--- src/logic/spdtd_params.svh ---
`ifndef SPDTD_PARAMS_SVH
`define SPDTD_PARAMS_SVH

// ==========================================================
// register indices (byte address is four times the index)
`define SPDTD_IDX_ACT_TO_ACT_MIN 8'h1C
`define SPDTD_IDX_ROW_TO_COL_DELAY_MIN 8'h1D
`define SPDTD_IDX_ACT_TO_PRECHARGE_MIN 8'h1E
`define SPDTD_IDX_ROW_DENSITY_MAP 8'h1F
`define SPDTD_IDX_CMD_ADDR_SETUP_TIME 8'h20
`define SPDTD_IDX_CMD_ADDR_HOLD_TIME 8'h21
`define SPDTD_IDX_DATA_SETUP_TIME 8'h22
`define SPDTD_IDX_CTRL 8'h30
`define SPDTD_IDX_STATUS 8'h31

// ==========================================================
// field positions of a signed time byte
`define SPDTD_TIME_SIGN_BIT 7
`define SPDTD_TIME_NS_HI 6
`define SPDTD_TIME_NS_LO 4
`define SPDTD_TIME_TENTHS_HI 3
`define SPDTD_TIME_TENTHS_LO 0
`define SPDTD_TENTHS_MAX 4'h9

// ==========================================================
// control and status fields
`define SPDTD_CTRL_CLAMP_BIT 0
`define SPDTD_CTRL_RESET 32'h0000_0000
`define SPDTD_STAT_DENSITY_OK_BIT 0
`define SPDTD_STAT_TIME_OK_LO 1

// ==========================================================
// default stored contents (plain values, overridable)
`define SPDTD_DEF_ACT_TO_ACT 8'h14
`define SPDTD_DEF_ROW_TO_COL 8'h14
`define SPDTD_DEF_ACT_TO_PRE 8'h2D
`define SPDTD_DEF_DENSITY 8'h08
`define SPDTD_DEF_CA_SETUP 8'h25
`define SPDTD_DEF_CA_HOLD 8'h85
`define SPDTD_DEF_DATA_SETUP 8'h25

`endif

--- src/logic/spdtd_pkg.sv ---
package spdtd_pkg;

  // ==========================================================
  // apb slave sequencing
  typedef enum logic [1:0] {
    SPDTD_IDLE = 2'b00,
    SPDTD_FETCH = 2'b01,
    SPDTD_DONE = 2'b10
  } spdtd_state_type;

endpackage : spdtd_pkg

--- src/logic/spdtd_regs.sv ---
// Design decision made here: the APB slave port.
`timescale 1ns/10ps
`include "spdtd_params.svh"
module spdtd_regs #(
  parameter logic [7:0] ACT_TO_ACT = `SPDTD_DEF_ACT_TO_ACT,
  parameter logic [7:0] ROW_TO_COL = `SPDTD_DEF_ROW_TO_COL,
  parameter logic [7:0] ACT_TO_PRE = `SPDTD_DEF_ACT_TO_PRE,
  parameter logic [7:0] DENSITY = `SPDTD_DEF_DENSITY,
  parameter logic [7:0] CA_SETUP = `SPDTD_DEF_CA_SETUP,
  parameter logic [7:0] CA_HOLD = `SPDTD_DEF_CA_HOLD,
  parameter logic [7:0] DATA_SETUP = `SPDTD_DEF_DATA_SETUP
) (
  input wire logic pclk,
  input wire logic presetn,
  input wire logic psel,
  input wire logic penable,
  input wire logic pwrite,
  input wire logic [31:0] paddr,
  input wire logic [31:0] pwdata,
  input wire logic [3:0] pstrb,
  output logic [31:0] prdata,
  output logic pready,
  output logic pslverr,
  output logic density_ok,
  output logic [2:0] time_ok
);

  // ==========================================================
  // stored bytes and their checks
  logic [7:0] rom_data;
  logic [2:0] rom_slot;
  logic [2:0] time_tenths_ok;
  logic [7:0] ca_setup_fixed;
  logic [7:0] ca_hold_fixed;
  logic [7:0] data_setup_fixed;
  logic density_nonzero;

  // density bit map: bit 0 is 4 MB, bit 7 is 512 MB; one bit per size
  assign density_nonzero = (DENSITY != 8'h00);

  // slot order matches byte order 28..34
  spdtd_rom #(
    .CONTENTS({DATA_SETUP, CA_HOLD, CA_SETUP, DENSITY, ACT_TO_PRE,
               ROW_TO_COL, ACT_TO_ACT})
  ) u_rom (
    .pclk(pclk),
    .presetn(presetn),
    .rd_slot(rom_slot),
    .rd_data(rom_data)
  );

  // sign in bit 7, ns in 6-4, tenths in 3-0
  spdtd_time_check u_ca_setup (
    .time_byte(CA_SETUP),
    .tenths_ok(time_tenths_ok[0]),
    .clamped_byte(ca_setup_fixed)
  );

  spdtd_time_check u_ca_hold (
    .time_byte(CA_HOLD),
    .tenths_ok(time_tenths_ok[1]),
    .clamped_byte(ca_hold_fixed)
  );

  spdtd_time_check u_data_setup (
    .time_byte(DATA_SETUP),
    .tenths_ok(time_tenths_ok[2]),
    .clamped_byte(data_setup_fixed)
  );

  // ==========================================================
  // address decode
  logic [7:0] reg_index;
  logic word_aligned;
  logic high_clear;
  logic hit_rom;
  logic hit_ctrl;
  logic hit_status;
  logic hit_any;
  logic setup_phase;
  logic access_phase;

  // printed offsets are indices, so drop the two byte bits
  assign reg_index = paddr[9:2];
  assign word_aligned = (paddr[1:0] == 2'b00);
  assign high_clear = (paddr[31:10] == 22'h0);
  assign hit_rom = word_aligned && high_clear &&
    (reg_index >= `SPDTD_IDX_ACT_TO_ACT_MIN) &&
    (reg_index <= `SPDTD_IDX_DATA_SETUP_TIME);
  assign hit_ctrl = word_aligned && high_clear &&
    (reg_index == `SPDTD_IDX_CTRL);
  assign hit_status = word_aligned && high_clear &&
    (reg_index == `SPDTD_IDX_STATUS);
  assign hit_any = hit_rom || hit_ctrl || hit_status;
  assign rom_slot = hit_rom ?
    3'(reg_index - `SPDTD_IDX_ACT_TO_ACT_MIN) : 3'd7;
  assign setup_phase = psel && !penable;
  assign access_phase = psel && penable;

  // ==========================================================
  // sequencing state
  spdtd_pkg::spdtd_state_type state;
  spdtd_pkg::spdtd_state_type next_state;
  logic [2:0] slot_q;
  logic rom_q;
  logic ctrl_q;
  logic status_q;
  logic miss_q;
  logic wr_q;
  logic clamp_en;
  logic take_request;

  // taken only from idle, so a held setup is skipped in fetch but taken again once back in idle
  assign take_request = (state == spdtd_pkg::SPDTD_IDLE) && setup_phase;

  // one wait state: the byte store answers a cycle after setup
  always_comb begin
    next_state = state;
    case (state)
      spdtd_pkg::SPDTD_IDLE: begin
        if (setup_phase) begin
          next_state = spdtd_pkg::SPDTD_FETCH;
        end
      end
      spdtd_pkg::SPDTD_FETCH: begin
        // a master that gives up after setup gets no answer
        if (access_phase) begin
          next_state = spdtd_pkg::SPDTD_DONE;
        end else begin
          next_state = spdtd_pkg::SPDTD_IDLE;
        end
      end
      spdtd_pkg::SPDTD_DONE: begin
        next_state = spdtd_pkg::SPDTD_IDLE;
      end
      default: begin
        next_state = spdtd_pkg::SPDTD_IDLE;
      end
    endcase
  end

  always_ff @(posedge pclk or negedge presetn) begin
    if (!presetn) begin
      state <= spdtd_pkg::SPDTD_IDLE;
    end else begin
      state <= next_state;
    end
  end

  // slot and direction latched at setup; the master holds them anyway
  always_ff @(posedge pclk or negedge presetn) begin
    if (!presetn) begin
      slot_q <= 3'd0;
      rom_q <= 1'b0;
      wr_q <= 1'b0;
    end else if (take_request) begin
      slot_q <= rom_slot;
      rom_q <= hit_rom;
      wr_q <= pwrite;
    end
  end

  // register class of the request, kept for the answer edge
  always_ff @(posedge pclk or negedge presetn) begin
    if (!presetn) begin
      ctrl_q <= 1'b0;
      status_q <= 1'b0;
      miss_q <= 1'b0;
    end else if (take_request) begin
      ctrl_q <= hit_ctrl;
      status_q <= hit_status;
      miss_q <= !hit_any;
    end
  end

  // ==========================================================
  // read data selection
  logic sel_ca_setup;
  logic sel_ca_hold;
  logic sel_data_setup;
  logic [7:0] time_fixed;
  logic slot_bad;
  logic [7:0] rom_view;
  logic [31:0] ctrl_word;
  logic [31:0] status_word;
  logic [31:0] next_rdata;
  logic miss_err;
  logic ro_write_err;
  logic next_err;
  logic answer_now;

  // slots of the signed time bytes, counted from the first stored byte
  assign sel_ca_setup = (slot_q == 3'(`SPDTD_IDX_CMD_ADDR_SETUP_TIME -
    `SPDTD_IDX_ACT_TO_ACT_MIN));
  assign sel_ca_hold = (slot_q == 3'(`SPDTD_IDX_CMD_ADDR_HOLD_TIME -
    `SPDTD_IDX_ACT_TO_ACT_MIN));
  assign sel_data_setup = (slot_q == 3'(`SPDTD_IDX_DATA_SETUP_TIME -
    `SPDTD_IDX_ACT_TO_ACT_MIN));
  // one-hot and-or, so no index can run past the three flags
  assign time_fixed = ({8{sel_ca_setup}} & ca_setup_fixed) |
    ({8{sel_ca_hold}} & ca_hold_fixed) |
    ({8{sel_data_setup}} & data_setup_fixed);
  assign slot_bad = (sel_ca_setup && !time_tenths_ok[0]) ||
    (sel_ca_hold && !time_tenths_ok[1]) ||
    (sel_data_setup && !time_tenths_ok[2]);

  // clamping trades exactness for never showing a reserved code
  assign rom_view = (clamp_en && slot_bad) ? time_fixed : rom_data;

  // field positions kept in the header, so the map lives in one place
  assign ctrl_word = 32'(clamp_en) << `SPDTD_CTRL_CLAMP_BIT;
  assign status_word = (32'(density_ok) << `SPDTD_STAT_DENSITY_OK_BIT) |
    (32'(time_ok) << `SPDTD_STAT_TIME_OK_LO);
  assign next_rdata = (rom_q && !wr_q) ? {24'h0, rom_view} :
    (ctrl_q && !wr_q) ? ctrl_word :
    (status_q && !wr_q) ? status_word : 32'h0;

  // unmapped addresses and writes to read-only bytes are refused
  assign miss_err = miss_q;
  assign ro_write_err = wr_q && !ctrl_q;
  assign next_err = miss_err || ro_write_err;

  // answer only while the access phase is really there
  assign answer_now = (state == spdtd_pkg::SPDTD_FETCH) && access_phase;

  // ready is a one-cycle pulse per transfer
  always_ff @(posedge pclk or negedge presetn) begin
    if (!presetn) begin
      pready <= 1'b0;
    end else begin
      pready <= answer_now;
    end
  end

  // read data stand only with ready, zero otherwise
  always_ff @(posedge pclk or negedge presetn) begin
    if (!presetn) begin
      prdata <= 32'h0;
    end else if (answer_now) begin
      prdata <= next_rdata;
    end else begin
      prdata <= 32'h0;
    end
  end

  // error flag qualified by ready like the data
  always_ff @(posedge pclk or negedge presetn) begin
    if (!presetn) begin
      pslverr <= 1'b0;
    end else begin
      pslverr <= answer_now && next_err;
    end
  end

  // ==========================================================
  // control register, written on the completing edge only
  logic ctrl_write;

  // without the low byte strobe a write leaves the bit alone
  assign ctrl_write = (state == spdtd_pkg::SPDTD_DONE) && access_phase &&
    ctrl_q && wr_q && pstrb[0];

  always_ff @(posedge pclk or negedge presetn) begin
    if (!presetn) begin
      clamp_en <= 1'(`SPDTD_CTRL_RESET);
    end else if (ctrl_write) begin
      clamp_en <= pwdata[`SPDTD_CTRL_CLAMP_BIT];
    end
  end

  // ==========================================================
  // health flags of the stored contents, refreshed every cycle
  always_ff @(posedge pclk or negedge presetn) begin
    if (!presetn) begin
      density_ok <= 1'b0;
    end else begin
      density_ok <= density_nonzero;
    end
  end

  // one time flag per signed byte, in byte order
  always_ff @(posedge pclk or negedge presetn) begin
    if (!presetn) begin
      time_ok <= 3'b000;
    end else begin
      time_ok <= time_tenths_ok;
    end
  end

endmodule : spdtd_regs

--- src/logic/spdtd_rom.sv ---
`timescale 1ns/10ps
// ==========================================================
// seven stored bytes, registered read data
module spdtd_rom #(
  parameter logic [55:0] CONTENTS = 56'h0
) (
  input wire logic pclk,
  input wire logic presetn,
  input wire logic [2:0] rd_slot,
  output logic [7:0] rd_data
);

  logic [7:0] slot_byte;

  // slot 0 sits in the low byte; unused slot reads zero
  assign slot_byte = (rd_slot < 3'd7) ? CONTENTS[rd_slot * 8 +: 8] : 8'h00;

  // registered read port
  always_ff @(posedge pclk or negedge presetn) begin
    if (!presetn) begin
      rd_data <= 8'h00;
    end else begin
      rd_data <= slot_byte;
    end
  end

endmodule : spdtd_rom

--- src/logic/spdtd_time_check.sv ---
`timescale 1ns/10ps
`include "spdtd_params.svh"
// ==========================================================
// checks one sign-magnitude time byte
module spdtd_time_check (
  input wire logic [7:0] time_byte,
  output logic tenths_ok,
  output logic [7:0] clamped_byte
);

  logic [3:0] tenths;

  // tenths codes above nine are reserved; clamp keeps sign and ns
  assign tenths = time_byte[`SPDTD_TIME_TENTHS_HI:`SPDTD_TIME_TENTHS_LO];
  assign tenths_ok = (tenths <= `SPDTD_TENTHS_MAX);
  assign clamped_byte = tenths_ok ? time_byte :
    {time_byte[`SPDTD_TIME_SIGN_BIT:`SPDTD_TIME_NS_LO], `SPDTD_TENTHS_MAX};

endmodule : spdtd_time_check

--- config.mk ---
export PLATFORM = sky130hd
export DESIGN_NAME = spdtd_regs
export DESIGN_NICKNAME = d
export VERILOG_FILES = /design/src/logic/spdtd_pkg.sv /design/src/logic/spdtd_regs.sv /design/src/logic/spdtd_rom.sv /design/src/logic/spdtd_time_check.sv
export VERILOG_INCLUDE_DIRS = /design/src /design/src/logic
export SDC_FILE = /design/constraint.sdc
export NUM_CORES = 1
export LEC_CHECK = 0
export ABC_AREA = 1
export BUFFER_PORTS_ARGS = -buffer_cell sky130_fd_sc_hd__buf_4
export CAP_MARGIN = 20
export CORE_AREA = 2 2 61 63
export CTS_CLUSTER_DIAMETER = 60
export DETAILED_ROUTE_END_ITERATION = 8
export DIE_AREA = 0 0 63 65
export PLACE_DENSITY = 0.91
export SLEW_MARGIN = 20
export SYNTH_ARGS = -nofsm -noshare
export SYNTH_HDL_FRONTEND = slang
export SYNTH_SLANG_ARGS = --single-unit
export TNS_END_PERCENT = 20
--- constraint.sdc ---
create_clock -name pclk -period 1.9 [get_ports pclk]
set_input_delay 0.095 -clock pclk [delete_from_list [all_inputs] [get_ports pclk]]
set_output_delay 0.095 -clock pclk [all_outputs]
set_load 0.02 [all_outputs]
==> results of run 1 <==
## metal layers
| layer | part of all wire (%) | up-vias | track usage, % |
|---|---|---|---|
| li1 | - | 557 | - |
| met1 | 35 | 482 | 11.0 |
| met2 | 54 | 53 | 23.4 |
| met5 | 0 | - | 0 |
| met4 | 1.4 | 0 | 4.17 |
| met3 | 8.9 | 4 | 2.08 |
## repair_timing
action,in CTS,in global routing
setup endpoints to repair,0,0
hold endpoints to repair,28,0
hold buffers,4,0
## through the flow
stage	instance area, um^2	cells	hold WS [ns]
2_1_floorplan	1470	185	-0.201
3_3_place_gp	1700	256	-0.00150
3_5_place_dp	1700	256	0.00337
4_1_cts	1770	264	0.0529
5_1_grt	1770	264	0.0462
6_report	1770	264	0.0489
## cell usage after synthesis
| cell type | number |
|---|---|
| a21oi_1 | 2 |
| nand3_2 | 2 |
| buf_2 | 1 |
| nor3_2 | 2 |
| conb_1 | 2 |
| nor2_1 | 30 |
| nand2_2 | 2 |
| dfrtp_1 | 25 |
| inv_1 | 12 |
| nand2_1 | 25 |
| and3_1 | 1 |
| a21oi_2 | 1 |
| o2111ai_1 | 2 |
| nor2_2 | 5 |
| nor3b_1 | 1 |
| inv_4 | 1 |
| nand2_4 | 1 |
| o221ai_1 | 1 |
| nor3_1 | 4 |
| nor3_4 | 1 |
| nor2_4 | 1 |
| nand3_1 | 2 |
| buf_4 | 28 |
| o21ai_2 | 2 |
| o21ai_0 | 1 |
| or2_4 | 1 |
| a31oi_1 | 1 |
| inv_2 | 2 |
| nand4_1 | 2 |
## cells by family (layout without fill, tap and decap cells)
family	Yosys count	after routing	share of synthesized area (%)
other cells	2	26	0.546
simple gates	80	80	28.7
buf+inv	44	75	19.9
flops	25	25	45.5
compound gates	10	10	5.37
## area by class of cell
class	instances	area share (%)
Sequential cell	25	35.4
Multi-Input combinational cell	116	32.0
Timing Repair Buffer	56	24.4
Tap cell	48	3.40
Inverter	15	3.33
Clock buffer	4	1.49
## critical path: stages, from the launching register on
cell and delay [ns]:
dfrtp_1 0.43, nor2_1 0.10, and3_1 0.27, inv_4 0.08
nor2_1 0.17, nand3_2 0.09, nand2_2 0.06
## worst max-delay path by stage
stage             start       end  slack [ns]  cells past startpoint
6_report       state[0]  miss_err        0.65                      6
5_1_grt        state[0]  miss_err        0.55                      6
4_1_cts        state[0]  miss_err        0.64                      6
3_5_place_dp   state[0]  miss_err        0.68                      6
3_3_place_gp   state[1]  miss_err        0.69                      6
2_1_floorplan  state[0]  miss_err        0.80                      7
## power groups by stage
stage | logic (W) | registers [W] | clock network (W)
2_1_floorplan | 0.000144 | 0.000573 | 0
3_3_place_gp | 0.000193 | 0.000569 | 0
3_5_place_dp | 0.000198 | 0.000569 | 0
4_1_cts | 0.000205 | 0.000559 | 0.000224
5_1_grt | 0.000224 | 0.000562 | 0.000257
6_report | 0.000203 | 0.000559 | 0.000221
==> run summary, run 1 <==
status -> completed
R2R Path End -> miss_err
Hold Vio Cnt, Final -> 0
Diodes inserted -> 0
post-layout util -> 50.5%
gr usage total -> 11.4%
sequential-to-total area share from yosys stat -> 45.5%
first-pass detailed-route iteration total -> 4
Worst Setup Start Kind -> register
Max FO, Critical Path -> 6
full die area -> 0.00410 mm^2
Worst-path clk slew -> 0.12 ns
total power -> 0.000983 W
setup TNS -> 0 ns
Place WS -> 0.681 ns
Hold Startpoint -> pwdata[0]
pin count of the biggest net entering global routing -> 26
first-pass GRT wire length -> 3740 um
die width -> 63 um
synthesized area -> 0.00138 mm^2
cts bufs inserted -> 3
WP data arrival -> 1.50 ns
WHS Path Cells -> 3
Starting Density -> 39.3%
CTS tree -> done
grt ovf -> 0
fillers -> 319
Worst Reg-to-Reg Cells -> 6
port buffer count -> 52
Seq pwr share -> 56.9%
postcts setup bufs -> 0
Synth area leader -> dfrtp_1
Clock power frac -> 22.5%
initial antenna violation count -> 0
Max Cap Viol -> 0
Slew Viols, Final -> 0
slack of the critical path -> 0.653 ns
Final Cycle Share -> 65.6%
drt wl/cell -> 8.57 um
NumNets Final -> 290
Max VDD drop -> 251 uV
Area Overhead vs Synth -> 28.5%
clock tree buffer depth -> 2
residual DRC count -> 0
Hold/Removal Path Class -> primary input to register
CTS Sinks -> 25
RR Startpoint -> state[0]
max reg flops -> 8
vias in the first global route -> 954
Final setup viols -> 0
Max Clk Rate -> 802 MHz
clk_skew -> 0.00145 ns
vias -> 1096
row count -> 22
Combinational Power Share -> 20.7%
Tmin final -> 1.25 ns
Switching Share -> 27.4%
area of the multi-input gates -> 566 um^2
Final HPWL DP -> 1890 um
Synth Register Bits -> 25
RSZ-0062 raised after global routing -> no
Crit Path Category -> register to register
LEAKAGE -> 0.947 nW
Synth area leaders -> dfrtp_1, buf_4, nor2_1
Synth warnings -> 0
gpl congestion -> 0.818
register area -> 626 um^2
drt via density -> 4.15
DRT iter0 DRCs -> 57
CORE AREA -> 0.00350 mm^2
most frequent cells in the layout -> buf_4, nor2_1, conb_1
htree depth -> 1
Largest regs -> prdata: 8 flops, u_rom.rd_data: 6 flops, state: 2 flops
cell internal pwr -> 0.000714 W
PD cells -> 556 mW/mm^2
CTS root buf -> clkbuf_4
worst hold endpoint -> clamp_en
Netlist cell types -> 29
reg-to-reg slack, setup -> 0.65 ns
I/O Pins -> 111
largest reg by FF count -> prdata
Req. time, crit path -> 2.16 ns
post-cts sizing count -> 0
final WL -> 2260 um
layout cell share with drive strength beyond 1 -> 35.2%
Yosys top cell area share -> 45.5%
Avg Cell Area, Syn -> 8.54 um^2
Net Sw Power -> 0.000269 W
Routed Antenna Nets -> 0
Cells after Synth -> 161
most common cell after layout, fill and taps aside -> buf_4
Chip Height -> 65 um
crit end category -> register
Skew-Pair Late Insertion Delay -> 0.30 ns
Power figures use the tool's default switching activity.
==> run 2, diff against run 1 <==
- CORE_AREA: 2 2 61 63 -> 2 2 63 65
- DIE_AREA: 0 0 63 65 -> 0 0 65 67
- PLACE_DENSITY: 0.91 -> 0.87
- clock period: 1.9 -> 1.2 ns (I/O delays scaled with it)
==> run 2 against run 1 <==
Net effect: total power grew 73%; maximum frequency grew 11%; clock power grew 120%; wire length grew 1.8%; combinational power grew 59%; worst setup slack lost 0.58 ns; hold slack lost 0.040 ns; critical endpoint is now prdata[4].
==> run summary, run 2 (synthesized netlist as in run 1, its figures left out) <==
status -> completed
Clock power frac -> 28.9%
Max VDD drop -> 388 uV
most frequent cells in the layout -> buf_4, nor2_1, conb_1
port buffer count -> 52
Crit Path Category -> register to register
max reg flops -> 8
Tmin final -> 1.12 ns
Bufs and invs on worst path -> 1
Hold/Removal Path Class -> primary input to register
Final Cycle Share -> 93.7%
full die area -> 0.00436 mm^2
htree depth -> 1
design area -> 0.00178 mm^2
Switching Share -> 27.2%
Final HPWL DP -> 1960 um
clk_skew -> 0.00193 ns
first-pass detailed-route iteration total -> 4
vias -> 1072
crit end category -> register
RSZ-0062 raised after global routing -> yes
Max Cap Viol -> 0
Starting Density -> 38.1%
Slew Viols, Final -> 0
Worst Reg-to-Reg Cells -> 3
Max Clk Rate -> 889 MHz
met3 WL post-DR -> 237 um
Req. time, crit path -> 1.39 ns
Crit path max-delay family -> simple AND/OR/NAND/NOR gates
die width -> 65 um
grt ovf -> 0
gpl congestion -> 0.799
drt via density -> 4.08
vias in the first global route -> 989
CTS Sinks -> 25
I/O Pins -> 111
NumNets Final -> 289
initial antenna violation count -> 0
Diodes inserted -> 0
first-pass GRT wire length -> 3910 um
worst hold slack -> 0.00895 ns
Largest regs -> prdata: 8 flops, u_rom.rd_data: 6 flops, state: 2 flops
Final setup viols -> 0
Worst Setup Start Kind -> register
CTS tree -> done
row count -> 22
Worst-path clk slew -> 0.08 ns
metal2 WL -> 1160 um
Place WS -> 0.0445 ns
slack of the critical path -> 0.0757 ns
CP max stage delay -> 0.44 ns
largest reg by FF count -> prdata
Worst path depth -> 3
Max FO, Critical Path -> 6
layout cell share with drive strength beyond 1 -> 38.1%
DR top layer -> met4
final WL -> 2300 um
Area Overhead vs Synth -> 29.8%
placed cell area -> 0.00171 mm^2
Net Sw Power -> 0.000462 W
LEAKAGE -> 0.949 nW
pin count of the biggest net entering global routing -> 26
fillers -> 355
DRT iter0 DRCs -> 46
most common cell after layout, fill and taps aside -> buf_4
Chip Height -> 67 um
CTS root buf -> clkbuf_8
Skew-Pair Late Insertion Delay -> 0.27 ns
gr usage total -> 11.8%
Routed Antenna Nets -> 0
CORE AREA -> 0.00361 mm^2
Combinational Power Share -> 19.0%
cell internal pwr -> 0.00123 W
drt wl/cell -> 8.76 um
cells along the critical path -> nor3_4, inv_1, nor3b_1
Seq pwr share -> 52.2%
Finished Layout Cells -> 263
post-layout util -> 49.5%
clock tree buffer depth -> 2
cts bufs inserted -> 3
WL met1 -> 833 um
residual DRC count -> 0
DP Cell Count -> 257
Crit-path slowest cell -> dfrtp_2
WHS Path Cells -> 2
WP data arrival -> 1.31 ns
Hold Vio Cnt, Final -> 0
PD cells -> 951 mW/mm^2
[run 2: per-stage QoR]
step                      power, W  setup TNS [ns]
after floorplan            0.00113               0
after global placement     0.00121               0
after detailed placement   0.00122               0
after CTS                  0.00170               0
after global routing       0.00179        -0.00993
final                      0.00170               0
[run 2: per-layer routing]
metal | vias to the layer above | track usage, %
li1 | 559 | -
met1 | 441 | 12.0
met2 | 66 | 22.0
met3 | 6 | 2.03
met4 | 0 | 7.71
met5 | - | 0
[run 2: timing repair]
| item | 4_1_cts | 5_1_grt |
|---|---|---|
| endpoints found under the setup margin | 0 | 5 |
| endpoints found under the hold margin | 26 | 0 |
| buffers inserted | 0 | 0 |
| gates resized for setup | 0 | 4 |
| hold buffers | 2 | 0 |
[run 2: area by class of cell]
| cell class | count | area (um^2) | share of cell area (%) |
|---|---|---|---|
| clock buffers | 3 | 41.3 | 2.31 |
| clock inverters | 1 | 7.51 | 0.421 |
| inverters | 15 | 58.8 | 3.30 |
| multi-input cells | 116 | 572 | 32.0 |
| flip-flops and latches | 25 | 627 | 35.1 |
| well taps | 48 | 60.1 | 3.37 |
| repair buffers | 55 | 418 | 23.4 |
[run 2: final timing paths]
path	slack, ns	endpoint	startpoint
worst max-delay path	0.08	prdata[4]	state[1]
worst min register to register	0.48	prdata[7]	u_rom.rd_data[7]
worst max register to register	0.08	prdata[4]	state[1]
worst min-delay path	0.009	u_rom.rd_data[4]	paddr[3]
max in group asynchronous	0.75	state[1]	presetn
min in group asynchronous	0.21	state[0]	presetn
[run 2: power groups by stage]
stage               Clock [W]  Sequential [W]  Combinational [W]
global route         0.000548        0.000890           0.000356
finish               0.000490        0.000886           0.000322
floorplan                   0        0.000907           0.000228
global placement            0        0.000901           0.000309
CTS                  0.000497        0.000885           0.000321
detailed placement          0        0.000901           0.000316
